### config.mk
export PLATFORM = sky130hd
export DESIGN_NAME = dsm_drive_objects
export DESIGN_NICKNAME = d
export VERILOG_FILES = /design/src/dsm_pkg.sv /design/src/dsm_state_word.sv /design/src/dsm_value_check.sv /design/src/dsm_drive_objects.sv
export VERILOG_INCLUDE_DIRS = /design/src /design/src/src
export SDC_FILE = /design/constraint.sdc
export NUM_CORES = 1
export LEC_CHECK = 0
export BUFFER_PORTS_ARGS = -buffer_cell sky130_fd_sc_hd__buf_2
export CAP_MARGIN = 20
export CORE_ASPECT_RATIO = 0.9
export CORE_MARGIN = 1.5
export CORE_UTILIZATION = 37
export DETAILED_ROUTE_END_ITERATION = 10
export MAX_ROUTING_LAYER = met4
export PLACE_DENSITY = 0.72
export SLEW_MARGIN = 10
export SYNTH_ARGS = -nofsm -noshare
export SYNTH_HDL_FRONTEND = slang
export SYNTH_SLANG_ARGS = --single-unit
### constraint.sdc
create_clock -name clk_sys -period 2.5 [get_ports clk_sys]
set_input_delay 0.25 -clock clk_sys [delete_from_list [all_inputs] [get_ports clk_sys]]
set_output_delay 0.25 -clock clk_sys [all_outputs]
set_load 0.005 [all_outputs]
### src/dsm_cfg.svh
// offsets, field positions, reset values and codes of the drive objects
`ifndef DSM_CFG_SVH
`define DSM_CFG_SVH

// ----------------------------------------
// object indices and sub-indices
// ----------------------------------------
`define DSM_IDX_STATE_WORD     16'h6041
`define DSM_IDX_MODE_REQUEST   16'h6060
`define DSM_IDX_MODE_DISPLAY   16'h6061
`define DSM_IDX_RESOLUTION     16'h608F
`define DSM_IDX_GEAR           16'h6091
`define DSM_IDX_SUPPORTED      16'h6502
`define DSM_SUB_COUNT          8'h00
`define DSM_SUB_FIRST          8'h01
`define DSM_SUB_SECOND         8'h02

// ----------------------------------------
// reset and constant values
// ----------------------------------------
`define DSM_ENTRY_COUNT        8'h02
`define DSM_UNIT_RESET         32'h0000_00FF
`define DSM_TURNS_RESET        32'h0000_0001
`define DSM_SUPPORTED_MASK     32'h0000_000D
`define DSM_MODE_RESET         8'h01

// ----------------------------------------
// mode codes and unit codes
// ----------------------------------------
`define DSM_MODE_POSITION      8'h01
`define DSM_MODE_VELOCITY      8'h03
`define DSM_MODE_TORQUE        8'h04
`define DSM_UNIT_DEGREES       32'h0000_0041
`define DSM_UNIT_MINUTES       32'h0000_0042
`define DSM_UNIT_SECONDS       32'h0000_0043
`define DSM_UNIT_INTERNAL      32'h0000_00FF

// ----------------------------------------
// state word bit positions and the control word fault reset bit
// ----------------------------------------
`define DSM_SW_VOLTAGE         4
`define DSM_SW_QUICK_STOP      5
`define DSM_SW_DISABLED        6
`define DSM_SW_WARNING         7
`define DSM_SW_REMOTE          9
`define DSM_SW_TARGET          10
`define DSM_SW_LIMIT           11
`define DSM_SW_MODE_LO         12
`define DSM_CW_FAULT_RESET     7

// ----------------------------------------
// abort codes of the service channel
// ----------------------------------------
`define DSM_ABORT_NO_OBJECT    32'h0602_0000
`define DSM_ABORT_NO_SUB       32'h0609_0011
`define DSM_ABORT_READ_ONLY    32'h0601_0002
`define DSM_ABORT_RANGE        32'h0609_0030

`endif

### src/dsm_pkg.sv
// types shared by the drive status and mode object logic
package dsm_pkg;

   // drive state machine states, supplied by the control word logic
   typedef enum logic [2:0] {
      DSM_NOT_READY,
      DSM_SWITCH_ON_DISABLED,
      DSM_READY_TO_SWITCH_ON,
      DSM_SWITCHED_ON,
      DSM_OPERATION_ENABLED,
      DSM_QUICK_STOP_ACTIVE,
      DSM_FAULT_REACTION,
      DSM_FAULT
   } dsm_drive_state_t;

   // condition flags feeding the state word
   typedef struct packed {
      logic       power_supplied;
      logic       at_reference;
      logic       halt_active;
      logic [1:0] mode_bits;
   } dsm_cond_t;

   // object access request from the network side
   typedef struct packed {
      logic        valid;
      logic        write;
      logic [15:0] index;
      logic [7:0]  subidx;
      logic [31:0] wdata;
   } dsm_obj_req_t;

   // object access answer
   typedef struct packed {
      logic        ack;
      logic        abort;
      logic [31:0] abort_code;
      logic [31:0] rdata;
   } dsm_obj_rsp_t;

endpackage

### src/dsm_state_word.sv
// builds the 16-bit drive state word from state and condition flags
`timescale 1ns/10ps
`default_nettype none
`include "dsm_cfg.svh"

module dsm_state_word (
   input  wire dsm_pkg::dsm_drive_state_t state,
   input  wire dsm_pkg::dsm_cond_t        cond,
   input  wire logic                      remote,
   output logic [15:0]                    word
);

   // ----------------------------------------
   // state bits 6,5 and 3..0
   // ----------------------------------------
   function automatic logic [6:0] dsm_state_bits(input dsm_pkg::dsm_drive_state_t s);
      case (s)
         dsm_pkg::DSM_NOT_READY:          dsm_state_bits = 7'b000_0000;
         dsm_pkg::DSM_SWITCH_ON_DISABLED: dsm_state_bits = 7'b100_0000;
         dsm_pkg::DSM_READY_TO_SWITCH_ON: dsm_state_bits = 7'b010_0001;
         dsm_pkg::DSM_SWITCHED_ON:        dsm_state_bits = 7'b010_0011;
         dsm_pkg::DSM_OPERATION_ENABLED:  dsm_state_bits = 7'b010_0111;
         dsm_pkg::DSM_QUICK_STOP_ACTIVE:  dsm_state_bits = 7'b000_0111;
         dsm_pkg::DSM_FAULT_REACTION:     dsm_state_bits = 7'b000_1111;
         dsm_pkg::DSM_FAULT:              dsm_state_bits = 7'b000_1000;
         default:                         dsm_state_bits = 7'b000_0000;
      endcase
   endfunction

   // ----------------------------------------
   // word assembly
   // ----------------------------------------
   always_comb begin
      word                      = 16'h0000; // warning, limit, reserved low
      word[6:0]                 = dsm_state_bits(state);
      word[`DSM_SW_VOLTAGE]     = cond.power_supplied;
      word[`DSM_SW_REMOTE]      = remote;
      word[`DSM_SW_TARGET]      = cond.at_reference | cond.halt_active
                                | (state == dsm_pkg::DSM_QUICK_STOP_ACTIVE);
      word[`DSM_SW_MODE_LO+1:`DSM_SW_MODE_LO] = cond.mode_bits;
   end

endmodule
`default_nettype wire

### src/dsm_value_check.sv
// decides whether a written value lies in an object's accepted set
`timescale 1ns/10ps
`default_nettype none
`include "dsm_cfg.svh"

module dsm_value_check (
   input  wire logic [15:0] index,
   input  wire logic [7:0]  subidx,
   input  wire logic [31:0] wdata,
   output logic             value_ok
);

   // ----------------------------------------
   // accepted value sets
   // ----------------------------------------
   always_comb begin
      value_ok = 1'b0;
      case (index)
         `DSM_IDX_MODE_REQUEST:
            value_ok = (wdata[7:0] == `DSM_MODE_POSITION)
                     | (wdata[7:0] == `DSM_MODE_VELOCITY)
                     | (wdata[7:0] == `DSM_MODE_TORQUE);
         `DSM_IDX_RESOLUTION: begin
            if (subidx == `DSM_SUB_FIRST) begin
               value_ok = (wdata == `DSM_UNIT_DEGREES) | (wdata == `DSM_UNIT_MINUTES)
                        | (wdata == `DSM_UNIT_SECONDS) | (wdata == `DSM_UNIT_INTERNAL);
            end else begin
               value_ok = (wdata == `DSM_TURNS_RESET);
            end
         end
         `DSM_IDX_GEAR:
            value_ok = (wdata == `DSM_TURNS_RESET);
         default:
            value_ok = 1'b0;
      endcase
   end

endmodule
`default_nettype wire

### src/dsm_drive_objects.sv
// drive state word, mode and unit-conversion objects of the drive profile
//
// Overview of operation
// - not ready 0000, disabled 0000 with bit6
// - ready/on/enabled: bit5 set, 0001/0011/0111
// - quick stop 00x0111, fault react 1111, fault 1000
// - bit 4 high while power section fed
// - bit 9 set in remote network mode
// - bit 10 at reference, quick stop, halt
// - warning and internal limit bits stay low
// - bits 12-13 mode specific, others reserved
// - commands run only under network mode source
// - mode request accepts 1, 3, 4 only
// - mode display shows mode in effect
// - supported modes read-only constant 0Dh
// - increments unit accepts 41,42,43,FF
// - resolution motor turns accepts only 1
// - both gear sub-entries accept only 1
// - sub-entry 0 of arrays reads 02h
// - state word read-only, tracks state machine
`timescale 1ns/10ps
`default_nettype none
`include "dsm_cfg.svh"

module dsm_drive_objects (
   input  wire logic                      clk_sys,
   input  wire logic                      rst_b,
   input  wire dsm_pkg::dsm_obj_req_t     obj_req,
   output dsm_pkg::dsm_obj_rsp_t          obj_rsp,
   input  wire dsm_pkg::dsm_drive_state_t drive_state,
   input  wire dsm_pkg::dsm_cond_t        drive_cond,
   input  wire logic                      mode_source_parameter,
   input  wire logic                      ctrl_valid,
   input  wire logic [15:0]               ctrl_word,
   output logic                           cmd_valid,
   output logic [15:0]                    cmd_word,
   output logic                           cmd_refused,
   output logic                           fault_reset_pulse,
   output logic [15:0]                    state_word,
   output logic [7:0]                     mode_active,
   output logic [31:0]                    increments_unit,
   output logic [31:0]                    resolution_turns,
   output logic [31:0]                    gear_motor_turns,
   output logic [31:0]                    gear_shaft_turns
);

   // ----------------------------------------
   // declarations
   // ----------------------------------------
   logic [15:0]               state_word_next;
   logic                      value_ok;
   logic                      obj_known;
   logic                      sub_known;
   logic                      obj_writable;
   logic                      wr_accept;
   logic [31:0]               rdata_next;
   logic [31:0]               abort_next;
   logic                      abort_flag_next;
   logic [7:0]                mode_request_reg;
   logic [7:0]                mode_active_reg;
   logic [31:0]               unit_reg;
   logic [31:0]               res_turns_reg;
   logic [31:0]               gear_motor_reg;
   logic [31:0]               gear_shaft_reg;
   logic [15:0]               state_word_reg;
   logic                      fault_bit_reg;
   dsm_pkg::dsm_obj_rsp_t     rsp_reg;
   logic                      cmd_valid_reg;
   logic [15:0]               cmd_word_reg;
   logic                      cmd_refused_reg;
   logic                      fault_reset_reg;

   // ----------------------------------------
   // object decode helpers
   // ----------------------------------------
   // true for an index that this block answers
   function automatic logic dsm_is_object(input logic [15:0] idx);
      case (idx)
         `DSM_IDX_STATE_WORD,
         `DSM_IDX_MODE_REQUEST,
         `DSM_IDX_MODE_DISPLAY,
         `DSM_IDX_RESOLUTION,
         `DSM_IDX_GEAR,
         `DSM_IDX_SUPPORTED: dsm_is_object = 1'b1;
         default:            dsm_is_object = 1'b0;
      endcase
   endfunction

   // true for an array object with three sub-entries
   function automatic logic dsm_is_array(input logic [15:0] idx);
      dsm_is_array = (idx == `DSM_IDX_RESOLUTION) || (idx == `DSM_IDX_GEAR);
   endfunction

   // true for a valid sub-index of a known object
   function automatic logic dsm_sub_ok(input logic [15:0] idx, input logic [7:0] sub);
      if (dsm_is_array(idx)) begin
         dsm_sub_ok = (sub <= `DSM_SUB_SECOND);
      end else begin
         dsm_sub_ok = (sub == `DSM_SUB_COUNT);
      end
   endfunction

   // true where a write may store, sub-entry 0 of arrays never
   function automatic logic dsm_is_writable(input logic [15:0] idx, input logic [7:0] sub);
      if (dsm_is_array(idx)) begin
         dsm_is_writable = (sub != `DSM_SUB_COUNT);
      end else begin
         dsm_is_writable = (idx == `DSM_IDX_MODE_REQUEST);
      end
   endfunction

   // ----------------------------------------
   // sub-blocks
   // ----------------------------------------
   dsm_state_word u_state_word (
      .state  (drive_state),
      .cond   (drive_cond),
      .remote (mode_source_parameter),
      .word   (state_word_next)
   );

   dsm_value_check u_value_check (
      .index    (obj_req.index),
      .subidx   (obj_req.subidx),
      .wdata    (obj_req.wdata),
      .value_ok (value_ok)
   );

   // ----------------------------------------
   // access classification
   // ----------------------------------------
   // a write stores only when object, sub-entry, access and value all pass
   always_comb begin
      obj_known    = dsm_is_object(obj_req.index);
      sub_known    = obj_known && dsm_sub_ok(obj_req.index, obj_req.subidx);
      obj_writable = sub_known && dsm_is_writable(obj_req.index, obj_req.subidx);
      wr_accept    = obj_req.valid && obj_req.write && obj_writable && value_ok;
   end

   // ----------------------------------------
   // read data selection
   // ----------------------------------------
   always_comb begin
      rdata_next = 32'h0000_0000;
      case (obj_req.index)
         `DSM_IDX_STATE_WORD:
            rdata_next = {16'h0000, state_word_reg};
         `DSM_IDX_MODE_REQUEST:
            rdata_next = {24'h00_0000, mode_request_reg};
         `DSM_IDX_MODE_DISPLAY:
            rdata_next = {24'h00_0000, mode_active_reg};
         `DSM_IDX_SUPPORTED:
            rdata_next = `DSM_SUPPORTED_MASK;
         `DSM_IDX_RESOLUTION: begin
            case (obj_req.subidx)
               `DSM_SUB_COUNT:  rdata_next = {24'h00_0000, `DSM_ENTRY_COUNT};
               `DSM_SUB_FIRST:  rdata_next = unit_reg;
               default:         rdata_next = res_turns_reg;
            endcase
         end
         `DSM_IDX_GEAR: begin
            case (obj_req.subidx)
               `DSM_SUB_COUNT:  rdata_next = {24'h00_0000, `DSM_ENTRY_COUNT};
               `DSM_SUB_FIRST:  rdata_next = gear_motor_reg;
               default:         rdata_next = gear_shaft_reg;
            endcase
         end
         default:
            rdata_next = 32'h0000_0000;
      endcase
   end

   // ----------------------------------------
   // abort cause, in order of precedence
   // ----------------------------------------
   always_comb begin
      abort_flag_next = 1'b1;
      abort_next      = 32'h0000_0000;
      if (!obj_known) begin
         abort_next = `DSM_ABORT_NO_OBJECT;
      end else if (!sub_known) begin
         abort_next = `DSM_ABORT_NO_SUB;
      end else if (obj_req.write && !obj_writable) begin
         abort_next = `DSM_ABORT_READ_ONLY;
      end else if (obj_req.write && !value_ok) begin
         abort_next = `DSM_ABORT_RANGE;
      end else begin
         abort_flag_next = 1'b0;
      end
   end

   // ----------------------------------------
   // access answer, one cycle after the request
   // ----------------------------------------
   always_ff @(posedge clk_sys) begin
      if (!rst_b) begin
         rsp_reg <= '0;
      end else begin
         rsp_reg.ack        <= obj_req.valid;
         rsp_reg.abort      <= obj_req.valid && abort_flag_next;
         rsp_reg.abort_code <= (obj_req.valid && abort_flag_next) ? abort_next : 32'h0000_0000;
         rsp_reg.rdata      <= (obj_req.valid && !obj_req.write && !abort_flag_next)
                               ? rdata_next : 32'h0000_0000;
      end
   end

   // ----------------------------------------
   // mode request and mode in effect
   // ----------------------------------------
   always_ff @(posedge clk_sys) begin
      if (!rst_b) begin
         mode_request_reg <= `DSM_MODE_RESET;
      end else if (wr_accept && obj_req.index == `DSM_IDX_MODE_REQUEST) begin
         mode_request_reg <= obj_req.wdata[7:0];
      end
   end

   // requested mode takes effect on the next edge
   always_ff @(posedge clk_sys) begin
      if (!rst_b) begin
         mode_active_reg <= `DSM_MODE_RESET;
      end else begin
         mode_active_reg <= mode_request_reg;
      end
   end

   // ----------------------------------------
   // position encoder resolution entries
   // ----------------------------------------
   always_ff @(posedge clk_sys) begin
      if (!rst_b) begin
         unit_reg      <= `DSM_UNIT_RESET;
         res_turns_reg <= `DSM_TURNS_RESET;
      end else if (wr_accept && obj_req.index == `DSM_IDX_RESOLUTION) begin
         if (obj_req.subidx == `DSM_SUB_FIRST) begin
            unit_reg <= obj_req.wdata;
         end else begin
            res_turns_reg <= obj_req.wdata;
         end
      end
   end

   // ----------------------------------------
   // gear ratio entries
   // ----------------------------------------
   always_ff @(posedge clk_sys) begin
      if (!rst_b) begin
         gear_motor_reg <= `DSM_TURNS_RESET;
         gear_shaft_reg <= `DSM_TURNS_RESET;
      end else if (wr_accept && obj_req.index == `DSM_IDX_GEAR) begin
         if (obj_req.subidx == `DSM_SUB_FIRST) begin
            gear_motor_reg <= obj_req.wdata;
         end else begin
            gear_shaft_reg <= obj_req.wdata;
         end
      end
   end

   // ----------------------------------------------------------------
   // state word capture
   // ----------------------------------------------------------------
   always_ff @(posedge clk_sys) begin
      if (!rst_b) begin
         state_word_reg <= 16'h0000;
      end else begin
         state_word_reg <= state_word_next;
      end
   end

   // ----------------------------------------------------------------
   // control word gate
   // ----------------------------------------------------------------
   // commands pass only while the mode source selects the network
   always_ff @(posedge clk_sys) begin
      if (!rst_b) begin
         cmd_valid_reg   <= 1'b0;
         cmd_word_reg    <= 16'h0000;
         cmd_refused_reg <= 1'b0;
      end else begin
         cmd_valid_reg   <= ctrl_valid && mode_source_parameter;
         cmd_refused_reg <= ctrl_valid && !mode_source_parameter;
         if (ctrl_valid && mode_source_parameter) begin
            cmd_word_reg <= ctrl_word;
         end
      end
   end

   // ----------------------------------------------------------------
   // fault reset edge
   // ----------------------------------------------------------------
   // last accepted fault reset bit, edge seen only on accepted words
   always_ff @(posedge clk_sys) begin
      if (!rst_b) begin
         fault_bit_reg   <= 1'b0;
         fault_reset_reg <= 1'b0;
      end else begin
         fault_reset_reg <= 1'b0;
         if (ctrl_valid && mode_source_parameter) begin
            fault_bit_reg   <= ctrl_word[`DSM_CW_FAULT_RESET];
            fault_reset_reg <= ctrl_word[`DSM_CW_FAULT_RESET] && !fault_bit_reg;
         end
      end
   end

   // ----------------------------------------------------------------
   // outputs, all from flip-flops
   // ----------------------------------------------------------------
   assign obj_rsp           = rsp_reg;
   assign cmd_valid         = cmd_valid_reg;
   assign cmd_word          = cmd_word_reg;
   assign cmd_refused       = cmd_refused_reg;
   assign fault_reset_pulse = fault_reset_reg;
   assign state_word        = state_word_reg;
   assign mode_active       = mode_active_reg;
   assign increments_unit   = unit_reg;
   assign resolution_turns  = res_turns_reg;
   assign gear_motor_turns  = gear_motor_reg;
   assign gear_shaft_turns  = gear_shaft_reg;

endmodule
`default_nettype wire

==> impl_results.html <==
<table>
<tr><th>Metric</th><th>Value</th></tr>
<tr><th colspan="2">Synthesis</th></tr>
<tr><td>Post-synthesis cell type with the largest combined area</td><td>sky130_fd_sc_hd__dfxtp_1</td></tr>
<tr><td>Count leader, synth</td><td>sky130_fd_sc_hd__dfxtp_1</td></tr>
<tr><td>Gate count of the mapped netlist</td><td>1002</td></tr>
<tr><td>Total standard cell area after synthesis</td><td>8340 µm²</td></tr>
<tr><td>Commonest cells in the synthesized netlist</td><td>sky130_fd_sc_hd__dfxtp_1 (215), sky130_fd_sc_hd__nand2_1 (171), sky130_fd_sc_hd__a21oi_1 (155)</td></tr>
<tr><td>Post-synthesis sequential area ratio</td><td>51.6%</td></tr>
<tr><td>Synth unique cells</td><td>54</td></tr>
<tr><td>Share of flip-flops with an asynchronous set or reset</td><td>0%</td></tr>
<tr><td>Most frequently used flop master after synthesis</td><td>sky130_fd_sc_hd__dfxtp_1</td></tr>
<tr><td>Number of synthesized flops with an enable pin</td><td>0</td></tr>
<tr><td>Register bit count reported by yosys</td><td>215</td></tr>
<tr><td>Cells taking the most area after synthesis</td><td>sky130_fd_sc_hd__dfxtp_1 (52%), sky130_fd_sc_hd__a21oi_1 (9.3%), sky130_fd_sc_hd__nand2_1 (7.7%), sky130_fd_sc_hd__and3_1 (4.8%), sky130_fd_sc_hd__nand3_1 (3.8%)</td></tr>
<tr><td>Synthesis Warnings</td><td>0</td></tr>
<tr><td>Top cell type's share of synthesized area</td><td>51.6%</td></tr>
<tr><td>Syn Area/Cell</td><td>8.32 µm²</td></tr>
<tr><th colspan="2">Status</th></tr>
<tr><td>Result of the run</td><td>complete, no violations</td></tr>
<tr><th colspan="2">GRT</th></tr>
<tr><td>Vias in the first global route</td><td>7716</td></tr>
<tr><td>Number of antenna violations at the first check in global routing</td><td>0</td></tr>
<tr><td>Global-route wire length before repair</td><td>42.8 mm</td></tr>
<tr><td>Remaining Overflow, GRT</td><td>0</td></tr>
<tr><td>Pin count of the biggest net entering global routing</td><td>104</td></tr>
<tr><td>GRT Util Overall</td><td>23.6%</td></tr>
<tr><th colspan="2">Timing</th></tr>
<tr><td>Final Hold Violating Endpoints</td><td>0</td></tr>
<tr><td>Post-route setup slack</td><td>408 ps</td></tr>
<tr><td>Final worst clock skew</td><td>13.4 ps</td></tr>
<tr><td>Post-route minimum period</td><td>2090 ps</td></tr>
<tr><td>Setup-violating endpoint count in the final report</td><td>0</td></tr>
<tr><td>Final period utilization</td><td>83.7%</td></tr>
<tr><td>Setup repair after global routing missed its margin</td><td>false</td></tr>
<tr><td>FMAX</td><td>478 MHz</td></tr>
<tr><td>Worst Max-Slew Pin Slew</td><td>768 ps</td></tr>
<tr><td>Slew Viols, Final</td><td>0</td></tr>
<tr><td>Worst relative slew slack</td><td>48.8%</td></tr>
<tr><th colspan="2">Place</th></tr>
<tr><td>Worst-case setup slack after placement</td><td>-78.4 ps</td></tr>
<tr><td>Port Buffer Count</td><td>294</td></tr>
<tr><td>Number of instances in the placed design</td><td>1545</td></tr>
<tr><td>Final GP Congestion</td><td>0.873</td></tr>
<tr><td>Area after detailed placement</td><td>10200 µm²</td></tr>
<tr><td>Placed wire-length estimate</td><td>19.2 mm</td></tr>
<tr><th colspan="2">Worst setup path</th></tr>
<tr><td>R2r startpoint</td><td>gear_motor_turns[4]</td></tr>
<tr><td>Cell with the largest stage delay on the worst path</td><td>sky130_fd_sc_hd__or4_2</td></tr>
<tr><td>Crit path cell chain</td><td>buf_2 &gt; or4_1 &gt; or4_2 &gt; buf_4 &gt; buf_12 &gt; nand2_1 &gt; a21oi_1 &gt; a211oi_1 &gt; nor2_1</td></tr>
<tr><td>Beginning of the critical path</td><td>obj_req[35]</td></tr>
<tr><td>Highest fanout seen on the critical path</td><td>36</td></tr>
<tr><td>Data required, critical path</td><td>2890 ps</td></tr>
<tr><td>Worst reg2reg path depth</td><td>4</td></tr>
<tr><td>Data arrival time of the worst path</td><td>2480 ps</td></tr>
<tr><td>Critical R2R Capture</td><td>obj_rsp[4]</td></tr>
<tr><td>Critical path launch point type</td><td>input port</td></tr>
<tr><td>CP Capture Point</td><td>obj_rsp[10]</td></tr>
<tr><td>Kind of critical path</td><td>in -&gt; reg</td></tr>
<tr><td>Setup slack of the most critical reg-to-reg path</td><td>1310 ps</td></tr>
<tr><td>Type of destination of the critical path</td><td>flop</td></tr>
<tr><td>Delay of the slowest cell on the worst path</td><td>580 ps</td></tr>
<tr><th colspan="2">Route</th></tr>
<tr><td>First-pass iteration count of the detailed router</td><td>5</td></tr>
<tr><td>Vias post-DR</td><td>8146</td></tr>
<tr><td>Average routed wire per standard cell</td><td>17.3 µm</td></tr>
<tr><td>Post-DR vias/cell</td><td>5.07</td></tr>
<tr><td>Iter 0 DRT Violations</td><td>499</td></tr>
<tr><td>Final wirelength</td><td>27.7 mm</td></tr>
<tr><td>DR DRC count</td><td>0</td></tr>
<tr><td>Routed Antenna Nets</td><td>0</td></tr>
<tr><th colspan="2">Finish</th></tr>
<tr><td>Post-route cell area</td><td>11200 µm²</td></tr>
<tr><td>Ant diodes</td><td>0</td></tr>
<tr><td>Net count, final</td><td>1386</td></tr>
<tr><td>Final Util</td><td>51.3%</td></tr>
<tr><td>Final non-filler cell total</td><td>1606</td></tr>
<tr><td>Fraction of final layout cells sized beyond drive strength 1</td><td>29.6%</td></tr>
<tr><td>Max FFs per register</td><td>41</td></tr>
<tr><td>Area delta synth-&gt;final</td><td>34.6%</td></tr>
<tr><th colspan="2">Clock network</th></tr>
<tr><td>Number of buffers between clock root and the deepest sink</td><td>3</td></tr>
<tr><td>Clock buffers created by TritonCTS</td><td>23</td></tr>
<tr><td>Source-to-sink clock delay at the later pin of the worst-skew pair</td><td>500 ps</td></tr>
<tr><td>H-Tree Level Count</td><td>1</td></tr>
<tr><td>Number of buffers inserted by post-CTS setup repair</td><td>0</td></tr>
<tr><td>TritonCTS Sinks</td><td>215</td></tr>
<tr><td>Clk Tree Root Cell</td><td>sky130_fd_sc_hd__clkbuf_16</td></tr>
<tr><td>TritonCTS clock tree</td><td>built</td></tr>
<tr><td>CTS clk-pin slew, worst paths</td><td>60 ps</td></tr>
<tr><th colspan="2">Power</th></tr>
<tr><td>Pint</td><td>5.79 mW</td></tr>
<tr><td>Worst IR Drop VDD</td><td>0.460 mV</td></tr>
<tr><td>Leakage power total</td><td>5.16 nW</td></tr>
<tr><td>Ratio of total power to cell area</td><td>656 nW/µm²</td></tr>
<tr><td>Proportion of power drawn by combinational gates</td><td>4.2%</td></tr>
<tr><td>Switching part of the total power</td><td>21.3%</td></tr>
<tr><td>Share of power burned in registers</td><td>47.1%</td></tr>
<tr><td>Relative contribution of the clock network to total power</td><td>48.7%</td></tr>
<tr><td>Switching power</td><td>1.57 mW</td></tr>
<tr><th colspan="2">Floorplanning</th></tr>
<tr><td>Die extent in x</td><td>161 µm</td></tr>
<tr><td>Area of the core region</td><td>21900 µm²</td></tr>
<tr><td>Total I/O pin count</td><td>323</td></tr>
<tr><td>Vertical die dimension</td><td>145 µm</td></tr>
<tr><td>Cell row count</td><td>51</td></tr>
<tr><td>Effective utilization at floorplan</td><td>38.1%</td></tr>
<tr><td>Die area</td><td>23400 µm²</td></tr>
<tr><th colspan="2">Min path</th></tr>
<tr><td>Class of the worst hold path</td><td>in -&gt; reg</td></tr>
<tr><td>Startpoint of the most critical hold path</td><td>ctrl_valid</td></tr>
<tr><th colspan="2">Run</th></tr>
<tr><td>Number of violations of the max-capacitance limit</td><td>0</td></tr>
</table>
==> power groups by stage <==
stage / clock [mW] / combinational, mW / sequential, mW
detailed placement: 0 / 0.279 / 3.54
global route: 3.78 / 0.337 / 3.47
CTS: 3.64 / 0.305 / 3.47
global placement: 0 / 0.275 / 3.54
finish: 3.58 / 0.309 / 3.47
floorplan: 0 / 0.160 / 3.54
==> worst min path at each step <==
stage	slack, ps	cells after the start	end
after floorplan	320	1	cmd_refused
after global placement	430	2	resolution_turns[7]
after detailed placement	440	2	gear_shaft_turns[23]
after CTS	2	3	cmd_refused
after global routing	10	3	cmd_refused
final	10	3	cmd_refused
==> logic make-up after synthesis <==
| kind of cell | Yosys count | share of synthesized area (%) |
|---|---|---|
| flops | 215 | 51.6 |
| simple gates | 446 | 25.2 |
| other cells | 1 | 0.0450 |
| compound gates | 203 | 13.8 |
| buf+inv | 121 | 7.40 |
| mux | 15 | 1.80 |
| fa+ha+maj | 1 | 0.120 |
==> what timing repair did <==
item                                   CTS  global route
gates resized for setup                  0             0
hold buffers                            21             0
endpoints found under the hold margin   22             0
==> worst max-delay path: cells and delay by family <==
| kind | cells | cell delay [ps] |
|---|---|---|
| compound gates | 2 | 300 |
| buf+inv | 3 | 600 |
| simple gates | 4 | 1280 |
==> cell usage in the layout (no fill, tap or decap), drive strengths merged, types with 4 or more instances in the layout <==
cell           n
a2111oi        4
dlygate4sd3   21
nand3         64
dfxtp        215
or2            4
o211ai         6
a21oi        155
o21a           4
nand2        171
and2          14
or3            5
conb          28
a211oi         7
o21ai          6
nor2          81
nor3          10
mux2i         15
and3          64
inv           10
clkbuf        32
buf          337
nand4          7
nor4           9
==> routing by layer <==
metal	global-route usage (%)	share of wire, %
met4	5.37	1.9
met5	-	0
met3	3.82	7.0
met1	32.6	46
met2	36.1	45
==> layout make-up <==
cell class	count	area [µm²]
sequential	215	4300
fill	2039	10700
timing repair buffer	358	2170
tap	291	364
clock inverter	8	129
multi-input combinational	693	3540
clock buffer	32	679
inverter	9	33.8
==> stage by stage <==
step	hold WS, ps	total power, mW	setup TNS, ps
global route	11.8	7.58	0
CTS	1.50	7.41	0
detailed placement	437	3.82	-1840
finish	13.4	7.36	0
global placement	432	3.82	-162
floorplan	322	3.70	0
(Power assumes the default switching activity.)
